===== config.mk =====
export PLATFORM = sky130hd
export DESIGN_NAME = vrpa_ctrl_flat
export DESIGN_NICKNAME = d
export VERILOG_FILES = /design/src/vrpa_pkg.sv /design/src/vrpa_link_if.sv /design/src/vrpa_ctrl.sv /design/src/flat_wrapper.sv
export VERILOG_INCLUDE_DIRS = /design/src
export SDC_FILE = /design/constraint.sdc
export NUM_CORES = 1
export LEC_CHECK = 0
export ABC_AREA = 1
export BUFFER_PORTS_ARGS = -buffer_cell sky130_fd_sc_hd__buf_2
export CAP_MARGIN = 30
export CORE_AREA = 2 2 100 102
export CTS_CLUSTER_DIAMETER = 150
export DETAILED_ROUTE_END_ITERATION = 8
export DIE_AREA = 0 0 102 104
export MAX_ROUTING_LAYER = met4
export PLACE_DENSITY = 0.77
export SYNTH_ARGS = -nofsm -noshare
export SYNTH_HDL_FRONTEND = slang
export SYNTH_SLANG_ARGS = --single-unit

===== constraint.sdc =====
create_clock -name mclk_i -period 2.46 [get_ports mclk_i]
set_input_delay 0.123 -clock mclk_i [delete_from_list [all_inputs] [get_ports mclk_i]]
set_output_delay 0.123 -clock mclk_i [all_outputs]
set_load 0.02 [all_outputs]

===== src/vrpa_map.svh =====
// Constants shared by both ends of the VRAM port/refresh link.
// Assumes a 250 MHz clock on both ends.
`ifndef VRPA_MAP_SVH
`define VRPA_MAP_SVH
// Address field widths
`define VRPA_BANK_W 2
`define VRPA_ROW_W 11
`define VRPA_COL_W 11
// Wait-state count field width
`define VRPA_WAIT_W 3
// Clock period and timing figures
`define VRPA_CLK_NS 4
`define VRPA_EXT_REFRESH_REQ_LONG_US 15
`define VRPA_EXT_REFRESH_REQ_SHORT_US 13
`define VRPA_EXT_REFRESH_REQ_RAS_NS 80
`define VRPA_EXT_REFRESH_REQ_LONG_CYC ((`VRPA_EXT_REFRESH_REQ_LONG_US * 1000) / `VRPA_CLK_NS)
`define VRPA_EXT_REFRESH_REQ_SHORT_CYC ((`VRPA_EXT_REFRESH_REQ_SHORT_US * 1000) / `VRPA_CLK_NS)
`define VRPA_EXT_REFRESH_REQ_RAS_CYC ((`VRPA_EXT_REFRESH_REQ_RAS_NS + `VRPA_CLK_NS - 1) / `VRPA_CLK_NS)
`define VRPA_ICNT_W 12
`define VRPA_RCNT_W 5
// Requester hold time of a second-port access
`define VRPA_B_HOLD 4
`define VRPA_BCNT_W 4
// Idle levels of the synchronised pins
`define VRPA_DEV_PIN_RST 7'h7d
`define VRPA_REQ_PIN_RST 4'he
`endif


===== src/vrpa_pkg.sv =====
// Types shared by both ends of the VRAM port/refresh link.
// Assumes vrpa_map.svh supplies the numbers.
package vrpa_pkg;
  // Controller array states
  typedef enum logic [3:0] {
    VRPA_ST_IDLE = 4'h1,
    VRPA_ST_EXT_REFRESH_REQ = 4'h2,
    VRPA_ST_ACCA = 4'h4,
    VRPA_ST_ACCB = 4'h8
  } vrpa_state_e;
  // Requester first-port states
  typedef enum logic [4:0] {
    VRPA_H_IDLE = 5'h01,
    VRPA_H_SETUP = 5'h02,
    VRPA_H_STRB = 5'h04,
    VRPA_H_WAIT = 5'h08,
    VRPA_H_END = 5'h10
  } vrpa_hstate_e;
endpackage : vrpa_pkg


===== src/vrpa_link_if.sv =====
// Pin bundle between the VRAM controller and its requester.
// Assumes both ends run from the same mclk_i but sample pins as foreign.
`timescale 1ns/1ps
`include "vrpa_map.svh"
interface vrpa_link_if;
  logic ext_refresh_req_n;
  logic refresh_disable_n;
  logic addr_strobe_n;
  logic chip_sel_n;
  logic access_req_n;
  logic wait_extend;
  logic second_port_req_n;
  logic [`VRPA_BANK_W-1:0] bank;
  logic [`VRPA_ROW_W-1:0] row;
  logic [`VRPA_COL_W-1:0] col;
  logic xfer_ack_n;
  logic second_port_early_ack_n;
  logic refresh_due_n;
  logic second_port_granted;
  modport dev (
    input ext_refresh_req_n, refresh_disable_n, addr_strobe_n, chip_sel_n,
    input access_req_n, wait_extend, second_port_req_n, bank, row, col,
    output xfer_ack_n, second_port_early_ack_n, refresh_due_n, second_port_granted
  );
  modport req (
    output ext_refresh_req_n, refresh_disable_n, addr_strobe_n, chip_sel_n,
    output access_req_n, wait_extend, second_port_req_n, bank, row, col,
    input xfer_ack_n, second_port_early_ack_n, refresh_due_n, second_port_granted
  );
endinterface : vrpa_link_if


===== src/vrpa_ctrl.sv =====
// VRAM controller front end: refresh requests, first-port access, second port.
// Assumes link pins are asynchronous to mclk_i; config inputs are on mclk_i.
// Overview of operation
// - External request with refresh disabled runs a refresh.
// - Held external request repeats refreshes back to back.
// - External request with refresh enabled clears row counter.
// - Refresh disable stops internal refresh; requester holds it.
// - Mode 0 latch enable plus select sets latch.
// - Set latch starts access at next clock edge.
// - Mode 1 strobe plus select starts row strobe.
// - Busy array delays mode 1 row strobe.
// - Strobe falling edge captures address when enabled.
// - No chip select, no first-port access.
// - Mode 0 request comes after first edge.
// - Mode 1 request precedes strobe release.
// - Negated request ends access, drops row strobe.
// - Wait style: output low while waiting.
// - Acknowledge style: output low when done.
// - Programmed edges delay wait/acknowledge transition.
// - Wait extend input adds edges.
// - Second-port request captures address, registers request.
// - Second-port row strobe now or when free.
// - Early acknowledge follows second-port row strobe.
// - Refresh due output pulses each interval.
// - Grant rises when second port takes array, stays high until first port does.
`timescale 1ns/1ps
`include "vrpa_map.svh"
module vrpa_ctrl #(
  parameter int WAIT_W = `VRPA_WAIT_W
) (
  // Clock and reset
  input wire logic mclk_i,
  input wire logic rst_i,
  // Link to requester
  vrpa_link_if.dev link,
  // Programmed mode bits
  input wire logic access_mode_i,
  input wire logic wait_style_sel_i,
  input wire logic addr_latch_en_i,
  input wire logic [WAIT_W-1:0] wait_states_i,
  input wire logic refresh_out_mode_i,
  input wire logic refresh_short_i,
  // Array side
  output logic ras_n_o,
  output logic refresh_active_o,
  output logic port_b_active_o,
  output logic [`VRPA_ROW_W-1:0] refresh_row_o,
  output logic [`VRPA_BANK_W-1:0] lat_bank_o,
  output logic [`VRPA_ROW_W-1:0] lat_row_o,
  output logic [`VRPA_COL_W-1:0] lat_col_o
);
  localparam int AW = `VRPA_BANK_W + `VRPA_ROW_W + `VRPA_COL_W;
  localparam int SW = 7 + AW;
  localparam logic [SW-1:0] SYNC_RST = {`VRPA_DEV_PIN_RST, {AW{1'h0}}};
  localparam logic [`VRPA_ICNT_W-1:0] LONG_LIM = `VRPA_ICNT_W'(`VRPA_EXT_REFRESH_REQ_LONG_CYC - 1);
  localparam logic [`VRPA_ICNT_W-1:0] SHORT_LIM = `VRPA_ICNT_W'(`VRPA_EXT_REFRESH_REQ_SHORT_CYC - 1);
  localparam logic [`VRPA_RCNT_W-1:0] RAS_LIM = `VRPA_RCNT_W'(`VRPA_EXT_REFRESH_REQ_RAS_CYC - 1);

  vrpa_pkg::vrpa_state_e state_r, state_nxt;
  logic strb_prev_r, breq_prev_r;
  logic a_pend_r, b_pend_r, int_pend_r;
  logic access_req_n_seen_r, ack_done_r;
  logic [WAIT_W-1:0] wcnt_r;
  logic [`VRPA_ICNT_W-1:0] icnt_r;
  logic [`VRPA_RCNT_W-1:0] rcnt_r;
  logic [`VRPA_ROW_W-1:0] rrow_r;
  logic [AW-1:0] lat_r;
  logic ras_n_r, xfer_ack_n_r, early_ack_n_r, due_n_r, grant_r;
  wire [SW-1:0] sync_in;
  wire [SW-1:0] sync_w;

  // All link pins cross in; addresses ride the same two stages
  assign sync_in = {link.ext_refresh_req_n, link.refresh_disable_n, link.addr_strobe_n,
                    link.chip_sel_n, link.access_req_n, link.wait_extend,
                    link.second_port_req_n, link.bank, link.row, link.col};

  // Two-stage synchroniser per pin bit
  for (genvar i = 0; i < SW; i++) begin : g_sync
    logic m_r, s_r;
    always_ff @(posedge mclk_i) begin
      if (rst_i) begin
        m_r <= SYNC_RST[i];
        s_r <= SYNC_RST[i];
      end else begin
        m_r <= sync_in[i];
        s_r <= m_r;
      end
    end
    assign sync_w[i] = s_r;
  end

  // Decoded pins, asserted high
  wire ext_req_w = ~sync_w[SW-1];
  wire dis_w = ~sync_w[SW-2];
  wire strb_hi_w = sync_w[SW-3];
  wire cs_w = ~sync_w[SW-4];
  wire access_req_n_w = ~sync_w[SW-5];
  wire wext_w = sync_w[SW-6];
  wire breq_w = ~sync_w[SW-7];
  wire [AW-1:0] addr_w = sync_w[AW-1:0];

  // Strobe and request edges
  wire strb_fall_w = strb_prev_r & ~strb_hi_w;
  wire ale_rise_w = ~strb_prev_r & strb_hi_w;
  wire a_start_w = cs_w & (access_mode_i ? strb_fall_w : ale_rise_w);
  wire b_start_w = breq_w & ~breq_prev_r;
  wire cap_w = ~addr_latch_en_i | strb_fall_w | b_start_w;

  // Refresh interval and request terms
  wire [`VRPA_ICNT_W-1:0] ilim_w = refresh_short_i ? SHORT_LIM : LONG_LIM;
  wire tick_w = (icnt_r == ilim_w);
  wire ext_ext_refresh_req_w = ext_req_w & dis_w;
  wire row_clr_w = ext_req_w & ~dis_w;
  wire ext_refresh_req_go_w = int_pend_r | ext_ext_refresh_req_w;
  wire wait_hit_w = (wcnt_r == wait_states_i);
  wire ext_refresh_req_end_w = (rcnt_r == RAS_LIM);
  wire a_end_w = access_req_n_seen_r & ~access_req_n_w;
  wire enter_a_w = (state_nxt == vrpa_pkg::VRPA_ST_ACCA) & (state_r != vrpa_pkg::VRPA_ST_ACCA);
  wire enter_b_w = (state_nxt == vrpa_pkg::VRPA_ST_ACCB) & (state_r != vrpa_pkg::VRPA_ST_ACCB);
  wire enter_r_w = (state_nxt == vrpa_pkg::VRPA_ST_EXT_REFRESH_REQ) & (state_r != vrpa_pkg::VRPA_ST_EXT_REFRESH_REQ);
  wire in_a_w = (state_r == vrpa_pkg::VRPA_ST_ACCA);
  wire waiting_w = a_pend_r | (in_a_w & ~ack_done_r);
  wire done_w = in_a_w & ack_done_r;

  // Array arbiter: refresh first, then first port, then second port
  always_comb begin
    state_nxt = state_r;
    case (state_r)
      vrpa_pkg::VRPA_ST_IDLE: begin
        if (ext_refresh_req_go_w) begin
          state_nxt = vrpa_pkg::VRPA_ST_EXT_REFRESH_REQ;
        end else if (a_pend_r | a_start_w) begin
          state_nxt = vrpa_pkg::VRPA_ST_ACCA;
        end else if (b_pend_r | b_start_w) begin
          state_nxt = vrpa_pkg::VRPA_ST_ACCB;
        end
      end
      vrpa_pkg::VRPA_ST_EXT_REFRESH_REQ: begin
        if (ext_refresh_req_end_w) begin
          state_nxt = vrpa_pkg::VRPA_ST_IDLE;
        end
      end
      vrpa_pkg::VRPA_ST_ACCA: begin
        if (a_end_w) begin
          state_nxt = vrpa_pkg::VRPA_ST_IDLE;
        end
      end
      vrpa_pkg::VRPA_ST_ACCB: begin
        if (~breq_w) begin
          state_nxt = vrpa_pkg::VRPA_ST_IDLE;
        end
      end
      default: state_nxt = vrpa_pkg::VRPA_ST_IDLE;
    endcase
  end

  // State, edge history and pending requests; a new request beats its clear
  always_ff @(posedge mclk_i) begin
    if (rst_i) begin
      state_r <= vrpa_pkg::VRPA_ST_IDLE;
      strb_prev_r <= 1'h1;
      breq_prev_r <= 1'h0;
      a_pend_r <= 1'h0;
      b_pend_r <= 1'h0;
    end else begin
      state_r <= state_nxt;
      strb_prev_r <= strb_hi_w;
      breq_prev_r <= breq_w;
      // A request taken straight into its access must not stay pending
      a_pend_r <= enter_a_w ? (a_pend_r & a_start_w) : (a_pend_r | a_start_w);
      b_pend_r <= enter_b_w ? (b_pend_r & b_start_w) : (b_pend_r | b_start_w);
    end
  end

  // Interval timer and internal refresh pending
  always_ff @(posedge mclk_i) begin
    if (rst_i) begin
      icnt_r <= '0;
      int_pend_r <= 1'h0;
      due_n_r <= 1'h1;
    end else begin
      icnt_r <= tick_w ? '0 : icnt_r + 1'h1;
      int_pend_r <= (tick_w & ~dis_w) | (int_pend_r & ~enter_r_w & ~dis_w);
      due_n_r <= ~(tick_w & refresh_out_mode_i);
    end
  end

  // Refresh row strobe timing and refresh row counter
  always_ff @(posedge mclk_i) begin
    if (rst_i) begin
      rcnt_r <= '0;
      rrow_r <= '0;
    end else begin
      rcnt_r <= (state_r == vrpa_pkg::VRPA_ST_EXT_REFRESH_REQ) ? rcnt_r + 1'h1 : '0;
      if (row_clr_w) begin
        rrow_r <= '0;
      end else if ((state_r == vrpa_pkg::VRPA_ST_EXT_REFRESH_REQ) & ext_refresh_req_end_w) begin
        rrow_r <= rrow_r + 1'h1;
      end
    end
  end

  // Wait-state count for first-port accesses
  always_ff @(posedge mclk_i) begin
    if (rst_i | ~in_a_w) begin
      wcnt_r <= '0;
      ack_done_r <= 1'h0;
      access_req_n_seen_r <= 1'h0;
    end else begin
      access_req_n_seen_r <= access_req_n_seen_r | access_req_n_w;
      if (~ack_done_r & ~wext_w) begin
        ack_done_r <= wait_hit_w;
        wcnt_r <= wait_hit_w ? wcnt_r : wcnt_r + 1'h1;
      end
    end
  end

  // Address latch; flows through when latching is off
  always_ff @(posedge mclk_i) begin
    if (rst_i) begin
      lat_r <= '0;
    end else if (cap_w) begin
      lat_r <= addr_w;
    end
  end

  // Registered pins toward array and requester
  always_ff @(posedge mclk_i) begin
    if (rst_i) begin
      ras_n_r <= 1'h1;
      early_ack_n_r <= 1'h1;
      grant_r <= 1'h0;
      xfer_ack_n_r <= 1'h1;
    end else begin
      ras_n_r <= (state_nxt == vrpa_pkg::VRPA_ST_IDLE);
      early_ack_n_r <= (state_nxt != vrpa_pkg::VRPA_ST_ACCB);
      if (enter_b_w) begin
        grant_r <= 1'h1;
      end else if (enter_a_w) begin
        grant_r <= 1'h0;
      end
      xfer_ack_n_r <= wait_style_sel_i ? ~done_w : ~waiting_w;
    end
  end

  assign link.xfer_ack_n = xfer_ack_n_r;
  assign link.second_port_early_ack_n = early_ack_n_r;
  assign link.refresh_due_n = due_n_r;
  assign link.second_port_granted = grant_r;
  assign ras_n_o = ras_n_r;
  assign refresh_active_o = state_r[1]; // One-hot bit, no decode after the flop
  assign port_b_active_o = state_r[3];
  assign refresh_row_o = rrow_r;
  assign {lat_bank_o, lat_row_o, lat_col_o} = lat_r;
endmodule : vrpa_ctrl


===== src/flat_wrapper.sv =====
// flat-port wrapper written by rule: the top's interface ports become plain ports
module vrpa_ctrl_flat 
#(
  parameter int WAIT_W = `VRPA_WAIT_W
)
  (mclk_i, rst_i, access_mode_i, wait_style_sel_i, addr_latch_en_i, wait_states_i, refresh_out_mode_i, refresh_short_i, ras_n_o, refresh_active_o, port_b_active_o, refresh_row_o, lat_bank_o, lat_row_o, lat_col_o, link_ext_refresh_req_n, link_refresh_disable_n, link_addr_strobe_n, link_chip_sel_n, link_access_req_n, link_wait_extend, link_second_port_req_n, link_bank, link_row, link_col, link_xfer_ack_n, link_second_port_early_ack_n, link_refresh_due_n, link_second_port_granted);
  vrpa_link_if link_i ();
  input wire logic mclk_i;
  input wire logic rst_i;
  input wire logic access_mode_i;
  input wire logic wait_style_sel_i;
  input wire logic addr_latch_en_i;
  input wire logic [WAIT_W-1:0] wait_states_i;
  input wire logic refresh_out_mode_i;
  input wire logic refresh_short_i;
  output logic ras_n_o;
  output logic refresh_active_o;
  output logic port_b_active_o;
  output logic [`VRPA_ROW_W-1:0] refresh_row_o;
  output logic [`VRPA_BANK_W-1:0] lat_bank_o;
  output logic [`VRPA_ROW_W-1:0] lat_row_o;
  output logic [`VRPA_COL_W-1:0] lat_col_o;
  input wire logic [$bits(link_i.ext_refresh_req_n)-1:0] link_ext_refresh_req_n;
  input wire logic [$bits(link_i.refresh_disable_n)-1:0] link_refresh_disable_n;
  input wire logic [$bits(link_i.addr_strobe_n)-1:0] link_addr_strobe_n;
  input wire logic [$bits(link_i.chip_sel_n)-1:0] link_chip_sel_n;
  input wire logic [$bits(link_i.access_req_n)-1:0] link_access_req_n;
  input wire logic [$bits(link_i.wait_extend)-1:0] link_wait_extend;
  input wire logic [$bits(link_i.second_port_req_n)-1:0] link_second_port_req_n;
  input wire logic [$bits(link_i.bank)-1:0] link_bank;
  input wire logic [$bits(link_i.row)-1:0] link_row;
  input wire logic [$bits(link_i.col)-1:0] link_col;
  output wire logic [$bits(link_i.xfer_ack_n)-1:0] link_xfer_ack_n;
  output wire logic [$bits(link_i.second_port_early_ack_n)-1:0] link_second_port_early_ack_n;
  output wire logic [$bits(link_i.refresh_due_n)-1:0] link_refresh_due_n;
  output wire logic [$bits(link_i.second_port_granted)-1:0] link_second_port_granted;
  assign link_i.ext_refresh_req_n = link_ext_refresh_req_n;
  assign link_i.refresh_disable_n = link_refresh_disable_n;
  assign link_i.addr_strobe_n = link_addr_strobe_n;
  assign link_i.chip_sel_n = link_chip_sel_n;
  assign link_i.access_req_n = link_access_req_n;
  assign link_i.wait_extend = link_wait_extend;
  assign link_i.second_port_req_n = link_second_port_req_n;
  assign link_i.bank = link_bank;
  assign link_i.row = link_row;
  assign link_i.col = link_col;
  assign link_xfer_ack_n = link_i.xfer_ack_n;
  assign link_second_port_early_ack_n = link_i.second_port_early_ack_n;
  assign link_refresh_due_n = link_i.refresh_due_n;
  assign link_second_port_granted = link_i.second_port_granted;
  vrpa_ctrl #(.WAIT_W(WAIT_W)) u_core (.mclk_i(mclk_i), .rst_i(rst_i), .link(link_i), .access_mode_i(access_mode_i), .wait_style_sel_i(wait_style_sel_i), .addr_latch_en_i(addr_latch_en_i), .wait_states_i(wait_states_i), .refresh_out_mode_i(refresh_out_mode_i), .refresh_short_i(refresh_short_i), .ras_n_o(ras_n_o), .refresh_active_o(refresh_active_o), .port_b_active_o(port_b_active_o), .refresh_row_o(refresh_row_o), .lat_bank_o(lat_bank_o), .lat_row_o(lat_row_o), .lat_col_o(lat_col_o));
endmodule

# Yosys cells after proc, flatten, opt, wreduce, memory -nomap -nowiden
# Index checks and enable logic that the tools add are counted.
[totals]
ff_bits = 133
input_bits = 41
elab_cells = 165
[op_classes]
addsub = 4
n_eq_ne = 15
n_mux = 14
bitwise_logic = 47
reduce_logical = 5
[ops]
columns = ["cell", "count"]
rows = [
  ["$mux W4", 6],
  ["$and A1 B1 Y1", 20],
  ["$not A1 Y1", 18],
  ["$pmux W4 S4", 1],
  ["$add A12 B1 Y12 const B", 1],
  ["$eq A12 B12 Y1", 1],
  ["$add A11 B1 Y11 const B", 1],
  ["$mux W10", 1],
  ["$or A1 B1 Y1", 9],
  ["$eq A4 B1 Y1 const B", 2],
  ["$eq A4 B2 Y1 const B", 2],
  ["$eq A4 B3 Y1 const B", 2],
  ["$eq A4 B4 Y1 const B", 2],
  ["$ne A4 B4 Y1 const B", 2],
  ["$mux W1", 6],
  ["$reduce_or A2 Y1", 3],
  ["$add A5 B1 Y5 const B", 1],
  ["$eq A5 B5 Y1 const B", 1],
  ["$ne A4 B2 Y1 const B", 1],
  ["$ne A4 B3 Y1 const B", 1],
  ["$add A3 B1 Y3 const B", 1],
  ["$eq A3 B3 Y1", 1],
  ["$reduce_and A2 Y1", 1],
  ["$reduce_bool A2 Y1", 1],
]

# Logic depth before layout (Yosys ltp)
[depth]
depth_word = 14
depth_mapped = 10
depth_no_buf = 10

# Worst setup path before layout
# No wires, ideal clock.
[synth_timing]
path_kind = "flip-flop to flip-flop"
startpoint = "register u_core.rrow_r[0] (netlist: u_core.refresh_row_o[0])"
endpoint = "register u_core.rrow_r[6] (netlist: u_core.refresh_row_o[6])"
setup_time_ns = 0.067
t_arrival_ns = 1.326
t_required_ns = 2.393
setup_slack_ns = 1.068
path_stages_with_launch = 7
n_path_buf = 0
path_cell_list = "dfxtp_1 > ha_1 > nand2_1 > nor3_4 > nand2_2 > or2_0 > a21oi_2"
[synth_between]
elab_chain_cells = 1
[synth_rtl]
columns = ["element", "line", "source"]
rows = [
  ["start: declaration", "vrpa_ctrl.sv:66", "logic [`VRPA_ROW_W-1:0] rrow_r;"],
  ["start signal: assignment", "vrpa_ctrl.sv:198", "rrow_r <= rrow_r + 1'h1;"],
  ["$add A11 B1 Y11", "vrpa_ctrl.sv:198", ""],
]
# Every way passes these cells.
# A chain may end at the register's enable or synchronous reset.

# Final worst setup path
[layout_timing]
startpoint = "register u_core.rcnt_r[0]"
endpoint = "register u_core.rrow_r[0] (netlist: u_core.refresh_row_o[0])"
[layout_between]
elab_chain_cells = 2
[layout_rtl]
columns = ["element", "line", "source"]
rows = [
  ["start: declaration", "vrpa_ctrl.sv:65", "logic [`VRPA_RCNT_W-1:0] rcnt_r;"],
  ["start signal: assignment", "vrpa_ctrl.sv:194", "rcnt_r <= (state_r == vrpa_pkg::VRPA_ST_EXT_REFRESH_REQ) ? rcnt_r + 1'h1 : '0;"],
  ["$eq A5 B5 Y1", "vrpa_ctrl.sv:116", "wire ext_refresh_req_end_w = (rcnt_r == RAS_LIM);"],
  ["$and A1 B1 Y1", "vrpa_ctrl.sv:197", "end else if ((state_r == vrpa_pkg::VRPA_ST_EXT_REFRESH_REQ) & ext_refresh_req_end_w) begin"],
]
# Every way passes these cells.

==> run_results.csv <==
group,metric,value,unit
drt,drc,0,
drt,wire_per_inst,11.5,um
final_layout,instances_no_fill,870,
final_layout,final_nets,770,
pwr,finalPower,5080,uW
placed_design,dp.final_hpwl,6390,um
worst_hold_path,hp-class,"input pin to flop",
global_routing,antenna_found_initial,0,
critical_path,critPathRequiredTime,2.86,ns
timing,layout_min_cycle_time,1.57,ns
timing,slew_violations,0,
pwr,ir_drop,492,uV
floorplanning,start_util,0.507,
global_routing,grt_pass1_wl,17000,um
critical_path,r2r-start,"u_core.rcnt_r[0]",
critical_path,cp.arrival,1.97,ns
yosys,syn_nets,648,
critical_path,crit_fanout,13,
floorplanning,die-width,102,um
timing,hold_viol,0,
cts,cts_buffers,17,
floorplanning,rows,36,
flow_run,cap_violations,0,
drt,wl_met2,4940,um
cts,cts_htree_levels,4,
yosys,avgSynthCellArea,8.04,sq um
run_status,outcome,"finished clean",
timing,tns,0,ns
floorplanning,die_y,104,um
timing,slew-limit-headroom,0.576,
yosys,netlist_area,0.00484,sq mm
cts,cts_tree,"done",
global_routing,grt_pass1_vias,3877,
timing,fmax,635,MHz
final_layout,diodes,0,
worst_hold_path,worstHoldStart,"refresh_short_i",
placed_design,routabilityCongestion,0.923,
critical_path,worstSetupStartpointType,"flop",
yosys,synth_ff_type,"dfxtp_1",
global_routing,grt_usage,0.206,
drt,viasPerCell,4.64,
final_layout,area_delta_synth_final,29.6,%
yosys,ys_ff_latch,133,
drt,wirelength,9990,um
timing,worstMarginPinSlew,0.636,ns
cts,clockRootBuffer,"clkbuf_8",
cts,cts_setup_buffers,0,
drt,wl_met1,4370,um
timing,fin_skew,0.0100,ns
drt,ant_nets,0,
global_routing,overflow,0,
yosys,synth_cell_types,33,
critical_path,cp-startpoint,"u_core.rcnt_r[0]",
final_layout,drive_gt1_frac,0.194,
final_layout,final_util,0.657,
floorplanning,core_area,0.00955,sq mm
cts,cts_buffer_depth,2,
floorplanning,io-pin-count,83,
yosys,synth_edf_count,0,
yosys,syn_inst,602,
critical_path,reg2reg_depth,6,
placed_design,portBuffers,82,
drt,dr_total_vias,4039,
pwr,p_leak,0.00285,uW
timing,grt_setup_unrepaired,"false",
drt,highest_layer,"met4",
final_layout,n_fill_cell,776,
floorplanning,dieArea,0.0106,sq mm
critical_path,r2r_end,"u_core.refresh_row_o[0]",
drt,route.met3.wl,559,um
yosys,seq_area_frac_synth,0.550,
timing,setup_violations,0,
cts,clkTransAtPathRegs,0.07,ns
pwr,cellPowerDensity,810,mW/mm^2
worst_hold_path,hold_path_end,"u_core.int_pend_r",
cts,clkSinkCount,133,
cts,insertion_delay,0.51,ns
worst_hold_path,whs_path_depth,4,
critical_path,worst_setup_path_end_kind,"flop",
critical_path,reg2reg_setup_slack,0.89,ns
drt,dr.pass1.iters,4,
global_routing,grt_max_degree,68,
critical_path,critical_path_class,"flop to flop",
drt,drtIter0Drc,156,
yosys,synthArstFlopShare,0,
placed_design,dp_cells,803,
yosys,yosys_warnings,0,
timing,post-route-period-util,0.640,
cells by family (layout without fill, tap and decap cells):
group,count (synthesis),after routing,synth area share
AND/OR/NAND/NOR,229,229,0.212
buffers and inverters,141,276,0.113
flip-flops,133,133,0.550
AO/OA/AOI/OAI,79,79,0.0843
XOR/XNOR,15,15,0.0271
adder cells (fa/ha/maj),5,5,0.0129
Yosys cell counts (8+ instances only):
library cell | count | area share
o21ai_0 | 29 | 0.030
or2_2 | 13 | 0.017
a21oi_1 | 44 | 0.046
nor3_1 | 8 | 0.0083
inv_1 | 120 | 0.093
dfxtp_1 | 133 | 0.55
xor2_1 | 9 | 0.016
nand4_1 | 8 | 0.010
clkbuf_1 | 9 | 0.0070
nand3_1 | 23 | 0.024
nand2_1 | 79 | 0.061
nor2_1 | 86 | 0.067
repair_timing:
| action | 4_1_cts | 5_1_grt |
|---|---|---|
| resized for setup | 0 | 0 |
| hold buffers | 35 | 0 |
| endpoints found under the setup margin | 0 | 0 |
| endpoints found under the hold margin | 34 | 0 |
layout make-up:
type,count,area (sq um),area share
Clock inverter,14,138,0.0219
Tap cell,133,166,0.0265
Sequential cell,133,2660,0.424
Clock buffer,18,428,0.0682
Inverter,124,465,0.0742
Timing Repair Buffer,120,783,0.125
Multi-Input combinational cell,328,1630,0.260
metrics by stage:
stage / worst slack (ns) / hold WS, ns / area, sq um
finish: 0.886 / 0.0202 / 6270
global route: 0.730 / 0.0254 / 6270
CTS: 0.888 / 0.00299 / 6270
detailed placement: 0.895 / 0.315 / 5360
global placement: 0.956 / 0.318 / 5360
floorplan: 1.07 / 0.209 / 4840
layout by cell type (no fill, tap or decap), types with 3 or more instances in the layout:
| cell | count |
|---|---|
| buf_4 | 3 |
| nor2_1 | 86 |
| dfxtp_1 | 133 |
| clkinv_4 | 3 |
| clkbuf_16 | 16 |
| inv_2 | 3 |
| buf_2 | 82 |
| nand2_1 | 79 |
| dlygate4sd3_1 | 35 |
| xnor2_1 | 6 |
| nand3_1 | 23 |
| a21oi_1 | 44 |
| nand4_1 | 8 |
| inv_6 | 6 |
| xor2_1 | 9 |
| ha_1 | 5 |
| or2_2 | 13 |
| nor3_1 | 8 |
| inv_1 | 120 |
| o21ai_0 | 29 |
flip-flops by register name, summed over array words and instances, names as in the netlist, 3 cells and up:
signal                flops
u_core.g_sync.s_r        31
u_core.g_sync.m_r        31
u_core.icnt_r            12
u_core.wcnt_r             3
u_core.rcnt_r             5
u_core.state_r            4
u_core.lat_r             24
u_core.refresh_row_o     11
per-layer routing:
layer / GRT usage / vias to the layer above
met5: - / -
met4: 0.0705 / 0
met3: 0.0571 / 16
met2: 0.343 / 109
met1: 0.237 / 1843
li1: - / 2071
worst max-delay path by stage:
stage                     cells past startpoint                       to  slack (ns)
final                                         6  u_core.refresh_row_o[0]        0.89
after global routing                          6  u_core.refresh_row_o[0]        0.73
after CTS                                     6  u_core.refresh_row_o[0]        0.89
after detailed placement                      6  u_core.refresh_row_o[0]        0.90
after global placement                        6  u_core.refresh_row_o[0]        0.96
after floorplan                               6  u_core.refresh_row_o[6]        1.07
worst max-delay path: stages, from the launching register on:
cell     delay, ns
dfxtp_1       0.36
ha_1          0.27
nand4_4       0.14
nor2_4        0.27
inv_1         0.20
o21ai_0       0.18
a21oi_1       0.05
report_power, final:
group | internal, uW | switching, uW | total [uW]
Clock | 1390 | 989 | 2380
Sequential | 2250 | 43.8 | 2300
Combinational | 163 | 240 | 404
Power figures use the tool's default switching activity.
